## config.mk

```make
export PLATFORM = sky130hd
export DESIGN_NAME = fcr_flash_cpu_rewrite_control
export DESIGN_NICKNAME = d
export VERILOG_FILES = /design/src/fcr_pkg.sv /design/src/fcr_flash_cpu_rewrite_control.sv
export SDC_FILE = /design/constraint.sdc
export NUM_CORES = 1
export LEC_CHECK = 0
export BUFFER_PORTS_ARGS = -buffer_cell sky130_fd_sc_hd__buf_2
export CAP_MARGIN = 20
export CELL_PAD_IN_SITES_DETAIL_PLACEMENT = 0
export CELL_PAD_IN_SITES_GLOBAL_PLACEMENT = 1
export CORE_MARGIN = 3
export CORE_UTILIZATION = 41
export DETAILED_ROUTE_END_ITERATION = 10
export PLACE_DENSITY = 0.77
export SLEW_MARGIN = 20
export SYNTH_ARGS = -nofsm -noshare
export SYNTH_HDL_FRONTEND = slang
export SYNTH_SLANG_ARGS = --single-unit
```

## constraint.sdc

```tcl
create_clock -name clk -period 2.4 [get_ports clk]
set_input_delay 0 -clock clk [delete_from_list [all_inputs] [get_ports clk]]
set_output_delay 0 -clock clk [all_outputs]
set_load 0.01 [all_outputs]
```

## src/fcr_pkg.sv

```systemverilog
package fcr_pkg;
    // ****************************************************************
    // Register map
    // ****************************************************************
    localparam logic [3:0] REG_STATUS_CTRL = 4'h0;
    localparam logic [3:0] REG_MODE_CTRL = 4'h1;
    localparam int BIT_READY = 0;
    localparam int BIT_REWRITE_EN = 1;
    localparam int BIT_UNLOCK = 2;
    localparam int BIT_STOP = 3;
    localparam int BIT_PROG_ERR = 6;
    localparam int BIT_ERASE_ERR = 7;
    localparam int BIT_MODE_SEL = 1;
    localparam int SR_READY = 7;
    localparam int SR_ERASE = 5;
    localparam int SR_PROGRAM = 4;
    localparam logic [7:0] BYTE_ZERO = 8'h00;

    // ****************************************************************
    // Command codes
    // ****************************************************************
    localparam logic [7:0] CMD_READ_ARRAY = 8'hFF;
    localparam logic [7:0] CMD_READ_STATUS = 8'h70;
    localparam logic [7:0] CMD_CLEAR_STATUS = 8'h50;
    localparam logic [7:0] CMD_PROGRAM = 8'h40;
    localparam logic [7:0] CMD_ERASE = 8'h20;
    localparam logic [7:0] CMD_CONFIRM = 8'hD0;

    typedef enum logic {
        FCR_OP_PROGRAM,
        FCR_OP_ERASE
    } fcr_op_kind_e;

    typedef enum {
        FCR_ST_ARRAY,
        FCR_ST_STATUS,
        FCR_ST_PROG_ARG,
        FCR_ST_ERASE_ARG,
        FCR_ST_BUSY
    } fcr_state_e;

    typedef struct packed {
        fcr_op_kind_e kind;
        logic [19:0] addr;
        logic [15:0] data;
    } fcr_op_s;
endpackage

```

## src/fcr_flash_cpu_rewrite_control.sv

```systemverilog
`timescale 1ns/1ps
// How it works
// - Rewrite enable at 1 accepts commands; mode select 0 means RAM-executed mode.
// - Protected bits reach 1 only by writing 0 then 1; software avoids interruptions.
// - Mode select set by 0-then-1 gives flash-executed mode, only with rewrite enabled.
// - Flash-executed mode never shows the status register; only control flags report.
// - Flash-executed mode holds the CPU from operation start until completion.
// - Ready flag is 0 during an automatic operation, 1 otherwise.
// - Low block unlock at 0 ignores program and erase to blocks 0 and 1.
// - Flash stop blocks access, initialises control and lowers current.
// - Flash stop acts only while rewrite enabled; otherwise it is only stored.
// - Read-only program error flag is 1 after a failed program.
// - Read-only erase error flag is 1 after a failed erase.
// - Error flags clear only by the clear-status command or a non-maskable or watchdog interrupt.
// - Writing 0 to rewrite enable clears rewrite enable and mode select.
// - After an operation: status-read mode in RAM mode, array-read in flash mode.
// - While the CPU is held, I/O ports keep their previous state.
// - Non-maskable or watchdog interrupt resets both registers and aborts rewrite.
// - Program is code 40h then data to the same even address.
// - Erase is code 20h then D0h to the block's uppermost even address.
module fcr_flash_cpu_rewrite_control #(
    parameter int ADDR_W = 20,
    parameter logic [19:0] LOW_BLOCK_LO = 20'hF0000,
    parameter logic [19:0] LOW_BLOCK_HI = 20'hFFFFF
) (
    input wire logic clk,
    input wire logic arst_n,
    input wire logic [3:0] reg_addr,
    input wire logic [7:0] reg_wdata,
    input wire logic reg_wr,
    input wire logic reg_rd,
    output logic [7:0] reg_rdata,
    input wire logic cmd_wr,
    input wire logic [19:0] cmd_addr,
    input wire logic [15:0] cmd_data,
    input wire logic op_done,
    input wire logic op_fail,
    input wire logic nmi_or_wdt,
    output logic op_start,
    output fcr_pkg::fcr_op_s op_req,
    output logic op_abort,
    output logic status_read_sel,
    output logic [7:0] status_byte,
    output logic cpu_hold,
    output logic port_freeze,
    output logic flash_stop_active
);
    // ****************************************************************
    // Parameter checks
    // ****************************************************************
    if (ADDR_W != 20) begin : g_bad_width
        $error("ADDR_W must be 20");
    end
    if (LOW_BLOCK_LO > LOW_BLOCK_HI) begin : g_bad_range
        $error("Low block range reversed");
    end

    function automatic logic is_low_block(input logic [19:0] a);
        is_low_block = (a >= LOW_BLOCK_LO) && (a <= LOW_BLOCK_HI);
    endfunction

    logic rewrite_en_r, unlock_r, stop_r, mode_r;
    logic prog_err_r, erase_err_r;
    logic arm_en_r, arm_unlock_r, arm_mode_r;
    logic [7:0] rdata_r, status_r;
    logic start_r;
    fcr_pkg::fcr_op_s req_r;
    fcr_pkg::fcr_state_e state_r;
    logic [19:0] first_addr_r;
    logic wr0, wr1, busy, cmd_ok, cmd_even, clear_cmd, second_hit, protect_hit;

    assign wr0 = reg_wr && (reg_addr == fcr_pkg::REG_STATUS_CTRL);
    assign wr1 = reg_wr && (reg_addr == fcr_pkg::REG_MODE_CTRL);
    assign busy = (state_r == fcr_pkg::FCR_ST_BUSY);
    assign flash_stop_active = stop_r && rewrite_en_r;
    assign cmd_even = cmd_wr && !cmd_addr[0];
    assign cmd_ok = cmd_even && rewrite_en_r && !flash_stop_active && !busy;
    assign clear_cmd = cmd_ok && (state_r == fcr_pkg::FCR_ST_ARRAY
        || state_r == fcr_pkg::FCR_ST_STATUS)
        && cmd_data[7:0] == fcr_pkg::CMD_CLEAR_STATUS;
    assign second_hit = cmd_ok && ((state_r == fcr_pkg::FCR_ST_PROG_ARG
        && cmd_addr == first_addr_r)
        || (state_r == fcr_pkg::FCR_ST_ERASE_ARG
        && cmd_data[7:0] == fcr_pkg::CMD_CONFIRM));
    assign protect_hit = !unlock_r && is_low_block(cmd_addr);

    // ****************************************************************
    // Protected bit sequencing
    // ****************************************************************
    // Arming survives reads; any other write breaks the 0-then-1 pair
    always_ff @(posedge clk or negedge arst_n) begin
        if (!arst_n) begin
            arm_en_r <= 1'b0;
            arm_unlock_r <= 1'b0;
            arm_mode_r <= 1'b0;
        end else if (nmi_or_wdt) begin
            arm_en_r <= 1'b0;
            arm_unlock_r <= 1'b0;
            arm_mode_r <= 1'b0;
        end else if (reg_wr) begin
            arm_en_r <= wr0 && !reg_wdata[fcr_pkg::BIT_REWRITE_EN];
            arm_unlock_r <= wr0 && !reg_wdata[fcr_pkg::BIT_UNLOCK];
            arm_mode_r <= wr1 && !reg_wdata[fcr_pkg::BIT_MODE_SEL];
        end
    end

    always_ff @(posedge clk or negedge arst_n) begin
        if (!arst_n) begin
            rewrite_en_r <= 1'b0;
            unlock_r <= 1'b0;
            stop_r <= 1'b0;
            mode_r <= 1'b0;
        end else if (nmi_or_wdt) begin
            rewrite_en_r <= 1'b0;
            unlock_r <= 1'b0;
            stop_r <= 1'b0;
            mode_r <= 1'b0;
        end else begin
            if (wr0) begin
                stop_r <= reg_wdata[fcr_pkg::BIT_STOP];
                if (!reg_wdata[fcr_pkg::BIT_REWRITE_EN]) begin
                    rewrite_en_r <= 1'b0;
                    mode_r <= 1'b0;
                end else if (arm_en_r) begin
                    rewrite_en_r <= 1'b1;
                end
                if (!reg_wdata[fcr_pkg::BIT_UNLOCK]) begin
                    unlock_r <= 1'b0;
                end else if (arm_unlock_r) begin
                    unlock_r <= 1'b1;
                end
            end
            if (wr1) begin
                if (!reg_wdata[fcr_pkg::BIT_MODE_SEL]) begin
                    mode_r <= 1'b0;
                end else if (arm_mode_r && rewrite_en_r) begin
                    mode_r <= 1'b1;
                end
            end
        end
    end

    // ****************************************************************
    // Command sequencer
    // ****************************************************************
    always_ff @(posedge clk or negedge arst_n) begin
        if (!arst_n) begin
            state_r <= fcr_pkg::FCR_ST_ARRAY;
            first_addr_r <= 20'h00000;
        end else if (nmi_or_wdt || flash_stop_active) begin
            state_r <= fcr_pkg::FCR_ST_ARRAY;
        end else begin
            unique case (state_r)
                fcr_pkg::FCR_ST_ARRAY, fcr_pkg::FCR_ST_STATUS: begin
                    if (cmd_ok) begin
                        first_addr_r <= cmd_addr;
                        unique case (cmd_data[7:0])
                            fcr_pkg::CMD_READ_ARRAY: state_r <= fcr_pkg::FCR_ST_ARRAY;
                            fcr_pkg::CMD_READ_STATUS: begin
                                if (!mode_r) begin
                                    state_r <= fcr_pkg::FCR_ST_STATUS;
                                end
                            end
                            fcr_pkg::CMD_PROGRAM: state_r <= fcr_pkg::FCR_ST_PROG_ARG;
                            fcr_pkg::CMD_ERASE: state_r <= fcr_pkg::FCR_ST_ERASE_ARG;
                            default: state_r <= state_r;
                        endcase
                    end
                end
                fcr_pkg::FCR_ST_PROG_ARG, fcr_pkg::FCR_ST_ERASE_ARG: begin
                    if (second_hit && !protect_hit) begin
                        state_r <= fcr_pkg::FCR_ST_BUSY;
                    end else if (cmd_ok) begin
                        state_r <= fcr_pkg::FCR_ST_ARRAY;
                    end
                end
                fcr_pkg::FCR_ST_BUSY: begin
                    if (op_done) begin
                        state_r <= mode_r ? fcr_pkg::FCR_ST_ARRAY
                            : fcr_pkg::FCR_ST_STATUS;
                    end
                end
            endcase
        end
    end

    always_ff @(posedge clk or negedge arst_n) begin
        if (!arst_n) begin
            start_r <= 1'b0;
            req_r <= '0;
        end else begin
            start_r <= !nmi_or_wdt && !flash_stop_active && second_hit && !protect_hit;
            if (second_hit) begin
                req_r.kind <= (state_r == fcr_pkg::FCR_ST_ERASE_ARG)
                    ? fcr_pkg::FCR_OP_ERASE : fcr_pkg::FCR_OP_PROGRAM;
                req_r.addr <= cmd_addr;
                req_r.data <= cmd_data;
            end
        end
    end

    // ****************************************************************
    // Error flags
    // ****************************************************************
    // A failure landing with a clear cannot occur: clear is refused while busy
    always_ff @(posedge clk or negedge arst_n) begin
        if (!arst_n) begin
            prog_err_r <= 1'b0;
            erase_err_r <= 1'b0;
        end else if (nmi_or_wdt) begin
            prog_err_r <= 1'b0;
            erase_err_r <= 1'b0;
        end else if (busy && op_done && op_fail) begin
            prog_err_r <= prog_err_r || (req_r.kind == fcr_pkg::FCR_OP_PROGRAM);
            erase_err_r <= erase_err_r || (req_r.kind == fcr_pkg::FCR_OP_ERASE);
        end else if (clear_cmd) begin
            prog_err_r <= 1'b0;
            erase_err_r <= 1'b0;
        end
    end

    // ****************************************************************
    // Read paths
    // ****************************************************************
    always_ff @(posedge clk or negedge arst_n) begin
        if (!arst_n) begin
            rdata_r <= fcr_pkg::BYTE_ZERO;
            status_r <= fcr_pkg::BYTE_ZERO;
        end else begin
            status_r <= fcr_pkg::BYTE_ZERO;
            status_r[fcr_pkg::SR_READY] <= !busy;
            status_r[fcr_pkg::SR_ERASE] <= erase_err_r;
            status_r[fcr_pkg::SR_PROGRAM] <= prog_err_r;
            rdata_r <= fcr_pkg::BYTE_ZERO;
            if (reg_rd && reg_addr == fcr_pkg::REG_STATUS_CTRL) begin
                rdata_r[fcr_pkg::BIT_READY] <= !busy;
                rdata_r[fcr_pkg::BIT_REWRITE_EN] <= rewrite_en_r;
                rdata_r[fcr_pkg::BIT_UNLOCK] <= unlock_r;
                rdata_r[fcr_pkg::BIT_STOP] <= stop_r;
                rdata_r[fcr_pkg::BIT_PROG_ERR] <= prog_err_r;
                rdata_r[fcr_pkg::BIT_ERASE_ERR] <= erase_err_r;
            end else if (reg_rd && reg_addr == fcr_pkg::REG_MODE_CTRL) begin
                rdata_r[fcr_pkg::BIT_MODE_SEL] <= mode_r;
            end
        end
    end

    assign reg_rdata = rdata_r;
    assign status_byte = status_r;
    assign op_start = start_r;
    assign op_req = req_r;
    assign op_abort = busy && (nmi_or_wdt || flash_stop_active);
    assign status_read_sel = !mode_r && (state_r == fcr_pkg::FCR_ST_STATUS
        || state_r == fcr_pkg::FCR_ST_BUSY);
    assign cpu_hold = busy && mode_r;
    assign port_freeze = busy && mode_r;
endmodule

```

==> results of run 1 <==
-- where the power goes --
| part | switching, W | internal, W |
|---|---|---|
| registers | 0.00000597 | 0.00134 |
| clock network | 0.000568 | 0.000837 |
| logic | 0.000136 | 0.000103 |
-- worst register-to-register path, stage by stage (launching register included) --
cell and delay (ns):
dfrtp_1 0.39, xnor2_1 0.29, nand4_2 0.14, or2_2 0.51
buf_12 0.25, a221oi_1 0.29, nand2_1 0.08
-- worst max-delay path by stage --
stage                      end  slack (ns)  depth (start not counted)
finish               op_req[9]        0.33                          6
global route         op_req[9]        0.21                          6
CTS                  op_req[9]        0.33                          6
detailed placement   op_req[9]        0.35                          6
global placement    op_req[10]        0.42                          6
floorplan           op_req[15]        0.59                          8
-- registers in the layout, indices dropped and copies added (netlist names) --
register	count
mode_r	1
unlock_r	1
reg_rdata	6
arm_en_r	1
prog_err_r	1
status_byte	3
erase_err_r	1
state_r	3
op_start	1
stop_r	1
arm_mode_r	1
rewrite_en_r	1
first_addr_r	20
op_req	37
arm_unlock_r	1
-- cells in the mapped netlist, drive strengths merged --
library cell  instances
o22ai                 3
or3b                  1
a32oi                 1
o21a                  2
a221oi               30
nand4                11
nand2                46
a22oi                 5
a31oi                 1
dfrtp                79
a21oi                11
and4bb                1
a21boi                1
o21ai                 1
nor3b                 1
a211oi                1
nor2                 47
and2b                 1
inv                   4
buf                  34
nand4b                1
conb                  1
xnor2                22
nor3                 44
or2                   2
nor4                  5
a21o                  2
nand3b                1
and3b                 2
or4                   1
mux2i                36
nand2b                2
clkbuf               14
a311oi                2
o211ai                1
a41oi                 1
and3                  2
xor2                  1
mux2                 20
nand3                39
and2                 41
-- repair_timing --
action | in CTS | in global routing
endpoints found under the hold margin | 81 | 0
hold buffers | 29 | 0
resized for setup | 0 | 0
-- layout by cell type (no fill, tap or decap), drive strengths merged, types with 2 or more instances in the layout --
master       netlist  final
and2              41     41
nand2             46     46
and3               2      2
buf               34    118
dfrtp             79     79
nand3             39     39
inv                4      4
a22oi              5      5
nor4               5      5
nor3              44     44
conb               1      7
o21a               2      2
a221oi            30     30
a311oi             2      2
and3b              2      2
nand2b             2      2
clkbuf            14     10
mux2i             36     36
clkinvlp           0      3
mux2              20     20
nand4             11     11
nor2              47     47
dlygate4sd3        0     29
o22ai              3      3
a21oi             11     11
clkinv             0      2
xnor2             22     22
a21o               2      2
or2                2      2
-- layer usage --
metal | global-route usage (%) | vias up | wire, um
li1 | - | 2107 | -
met1 | 27.2 | 2171 | 6040
met2 | 35.2 | 113 | 6830
met3 | 2.75 | 12 | 539
met4 | 7.12 | 0 | 168
met5 | 0 | - | 0
-- per-stage QoR --
step	utilization (%)	cell area (sq um)	power, W
2_1_floorplan	-	5000	0.00146
5_1_grt	53.0	6180	0.00311
3_5_place_dp	47.8	5580	0.00158
4_1_cts	53.0	6180	0.00303
3_3_place_gp	47.8	5580	0.00158
6_report	53.0	6180	0.00299
-- layout make-up --
cell class / count / area [sq um]
Clock inverter: 6 / 70.1
Tap cell: 143 / 179
Inverter: 4 / 15.0
Clock buffer: 10 / 239
Multi-Input combinational cell: 396 / 2740
Fill cell: 1100 / 5490
Sequential cell: 79 / 1980
Timing Repair Buffer: 147 / 961
-- cells by family (layout without fill, tap and decap cells) --
group / Yosys count / count (layout) / synth area share (%)
multiplexers: 56 / 56 / 11.8
other: 1 / 7 / 0.0753
AND/OR/NAND/NOR: 248 / 248 / 25.4
AO/OA/AOI/OAI: 62 / 62 / 12.8
flip-flops: 79 / 79 / 39.7
buffers and inverters: 52 / 167 / 6.10
XOR/XNOR: 23 / 23 / 4.04
==> impl_metrics.ini, run 1 <==
[outcome]
status = completed

[sta]
rsz0062_at_grt = no
fin_ws_ns = 0.333
slew_headroom_pct = 52.2
setup_tns_ns = 0
hold_viol = 0
hold_slack_ns = 0.0183
setup_viol = 0
period_minus_slack_ns = 2.07
worstMarginPinSlew_ns = 0.717
finalClockSkew_ns = 0.00816
fmax_mhz = 484
timing.final.crit_share_pct = 86.1
slew_viol_final = 0

[route]
detail-route-antenna-nets = 0
dr.first_iter.drc_count = 221
drc = 0
detail_route.wirelength_um = 13600
routed-via-count = 4403
viasPerCell = 5.61
post_drt_wl_per_cell_um = 17.3
first_pass_iters = 4

[critical_path]
reg2reg_from = first_addr_r[8]
max_stage_delay_ns = 0.51
cp_num_buf_inv = 1
worstSetupPathType = reg -> reg
worstSetupStartpoint = first_addr_r[8]
worst-path-max-fanout = 22
crit_slowest_cell = or2_2
worstSetupStartpointType = flop
critPathCaptureType = flop
r2r_end = op_req[9]
required_ns = 2.62
crit_family = simple AND/OR/NAND/NOR gates
ff2ff_path_depth = 6
worst_ep_arrival_time_ns = 2.29
r2r_setup_slack_ns = 0.33
crit_chain = xnor2_1 > nand4_2 > or2_2 > buf_12 > a221oi_1 > nand2_1

[power]
p_per_area_nw_per_um2 = 484
p_leak_nw = 2.85
max-vdd-ir-drop_mv = 0.224

[grt]
antenna_found_initial = 0
overflow = 0
first_global_vias = 4345
grt_max_degree = 60
grt_usage_pct = 20.7
grt_first_pass_wirelength_um = 22000

[placement]
gp_congestion = 0.794
hpwl_um = 9170
port_buffers = 102
place_inst = 740
pre_cts_slack_ns = 0.346

[worst_hold_path]
holdCritStartpoint = reg_wr
min_to = arm_en_r
hold_path.class = in -> reg
whs_path_depth = 4

[logic_synthesis]
yosys.area.top_type = dfrtp_1
synth_warnings = 0
synthCells = 521
synth_cell_types = 52
synth-seq-area-share_pct = 39.7
ys_top_cells_by_area = dfrtp_1 (40%), a221oi_2 (7.8%), mux2i_1 (7.2%), and2_1 (5.1%), nor3_1 (4.4%)
synth.avg_cell_area_sq_um = 9.56
netlist_area_sq_um = 4980
ys_ff_latch = 79
synth_top_area_share_pct = 39.7

[clock_network]
clockBufferDepth = 2
cts_made_buffers = 9
clock_latency_ns = 0.34
post_cts_buffers = 0
htree_levels = 3
cts_sinks = 79
clkTransAtPathRegs_ns = 0.06
tritoncts = done
root_buffer = clkbuf_16

[cells_and_area]
diodes = 0
synthToLayoutAreaGrowth_pct = 24.0
stdcell_count = 785
nNetsFinal = 693
drive_gt1_share_pct = 26.8

[floorplan]
core-area_sq_um = 11700
start_util_pct = 42.7
die_y_um = 116
num_rows = 39
die-area_sq_um = 13500
dieWidth_um = 116
ios = 115

[run]
drv_cap = 0
Note: power is estimated with default switching activity, not from simulation.
==> inputs of run 2 (changes only) <==
--- a/config.mk
+++ b/config.mk
@@ -12,7 +12,8 @@
 export CORE_MARGIN = 3
 export CORE_UTILIZATION = 41
 export DETAILED_ROUTE_END_ITERATION = 10
-export PLACE_DENSITY = 0.77
+export GPL_ROUTABILITY_DRIVEN = 1
+export PLACE_DENSITY_LB_ADDON = 0.15
 export SLEW_MARGIN = 20
 export SYNTH_ARGS = -nofsm -noshare
 export SYNTH_HDL_FRONTEND = slang
==> impl_metrics.ini, run 2 (same netlist as run 1, synthesis figures left out) <==
[outcome]
status = completed

[floorplan]
die_y_um = 116
ios = 115
num_rows = 39
core-area_sq_um = 11700
die-area_sq_um = 13500
dieWidth_um = 116
start_util_pct = 42.7

[clock_network]
clockBufferDepth = 2
post_cts_buffers = 0
htree_levels = 3
root_buffer = clkbuf_16
cts_sinks = 79
tritoncts = done
clock_latency_ns = 0.34
clkTransAtPathRegs_ns = 0.06
cts_made_buffers = 9

[placement]
port_buffers = 102
place_inst = 739
gp_congestion = 0.846
hpwl_um = 9270

[cells_and_area]
n_fill_cell = 1113
final_common_cell = buf_2
stdcell_count = 783
nNetsFinal = 690
largest_register_ffs = 37
synthToLayoutAreaGrowth_pct = 24.2
seqCellArea_sq_um = 1980
final_core_util_pct = 53.0
multi_input_area_sq_um = 2740
layout_common_cells = buf_2 (101), dfrtp_1 (79), nor2_1 (46)
drive_gt1_share_pct = 26.8

[power]
p_per_area_nw_per_um2 = 511
max-vdd-ir-drop_mv = 0.278
p_leak_nw = 2.86

[run]
drv_cap = 0

[sta]
setup_tns_ns = 0
setup_viol = 0
fmax_mhz = 477
worstMarginPinSlew_ns = 1.07
rsz0062_at_grt = no
slew_viol_final = 0
period_minus_slack_ns = 2.10
hold_viol = 0
timing.final.crit_share_pct = 87.3
slew_headroom_pct = 28.8
finalClockSkew_ns = 0.00564

[critical_path]
crit_chain = xnor2_1 > nand4_2 > or2_2 > a221oi_1 > nand2_1
worstSetupStartpoint = first_addr_r[10]
worstSetupPathType = reg -> reg
ff2ff_path_depth = 5
required_ns = 2.62
r2r_setup_slack_ns = 0.30
worst_ep_arrival_time_ns = 2.31
worstSetupStartpointType = flop
crit_slowest_cell = or2_2
reg2reg_from = first_addr_r[10]
max_stage_delay_ns = 0.67
r2r_end = op_req[11]
worst-path-max-fanout = 34
critPathCaptureType = flop
worstSetupEndpoint = op_req[11]

[route]
routed-via-count = 4401
post_drt_wl_per_cell_um = 17.8
dr.first_iter.drc_count = 221
detail-route-antenna-nets = 0
detail_route.wirelength_um = 13900
first_pass_iters = 4
viasPerCell = 5.62
drc = 0

[grt]
first_global_vias = 4593
grt_usage_pct = 21.5
overflow = 0
grt_first_pass_wirelength_um = 23100
antenna_found_initial = 0
grt_max_degree = 60

[worst_hold_path]
hold_path.class = in -> reg
holdCritStartpoint = reg_wr
==> run 2: critical path, delay by kind of cell (launching register included) <==
kind                      cells  cell delay, ns
AOI/OAI and AO/OA             1            0.39
DFF                           1            0.38
xor gates and xnor gates      1            0.30
and+or+nand+nor               3            0.88
==> run 2: timing repair <==
item | CTS | global route
gates resized for setup | 0 | 0
hold buffers | 27 | 0
endpoints found under the hold margin | 66 | 0
==> run 2: worst min-delay path by stage <==
stage / depth (start not counted) / to
CTS: 4 / arm_en_r
global placement: 1 / op_req[16]
global route: 4 / arm_en_r
floorplan: 0 / arm_en_r
detailed placement: 1 / op_req[16]
finish: 4 / arm_en_r
==> run 2: area by class of cell <==
class | count | area share [%]
sequential | 79 | 32.0
clock inverter | 2 | 0.971
multi-input combinational | 396 | 44.2
timing repair buffer | 144 | 15.1
tap | 143 | 2.89
clock buffer | 14 | 4.59
inverter | 4 | 0.243
antenna | 1 | 0.0405
==> run 2: metrics by stage <==
| stage | cell area (sq um) | setup slack (ns) | total power (W) | hold slack, ns |
|---|---|---|---|---|
| final | 6190 | 0.304 | 0.00316 | 0.0311 |
| after global routing | 6180 | 0.132 | 0.00328 | 0.0422 |
| after CTS | 6180 | 0.308 | 0.00319 | 0.0214 |
| after detailed placement | 5570 | 0.339 | 0.00158 | 0.0506 |
| after global placement | 5570 | 0.330 | 0.00158 | 0.0497 |
| after floorplan | 5000 | 0.587 | 0.00146 | -0.296 |
==> run 2: power by group <==
part           switching, W  internal [W]
logic              0.000137      0.000102
clock network      0.000552       0.00103
registers        0.00000544       0.00134
==> run 2: layer usage <==
| metal | GRT usage (%) | wire length [um] | share of wire (%) |
|---|---|---|---|
| met5 | 0 | 0 | 0 |
| met4 | 7.04 | 184 | 1.3 |
| met3 | 2.49 | 438 | 3.1 |
| met2 | 35.7 | 6780 | 49 |
| met1 | 29.3 | 6540 | 47 |
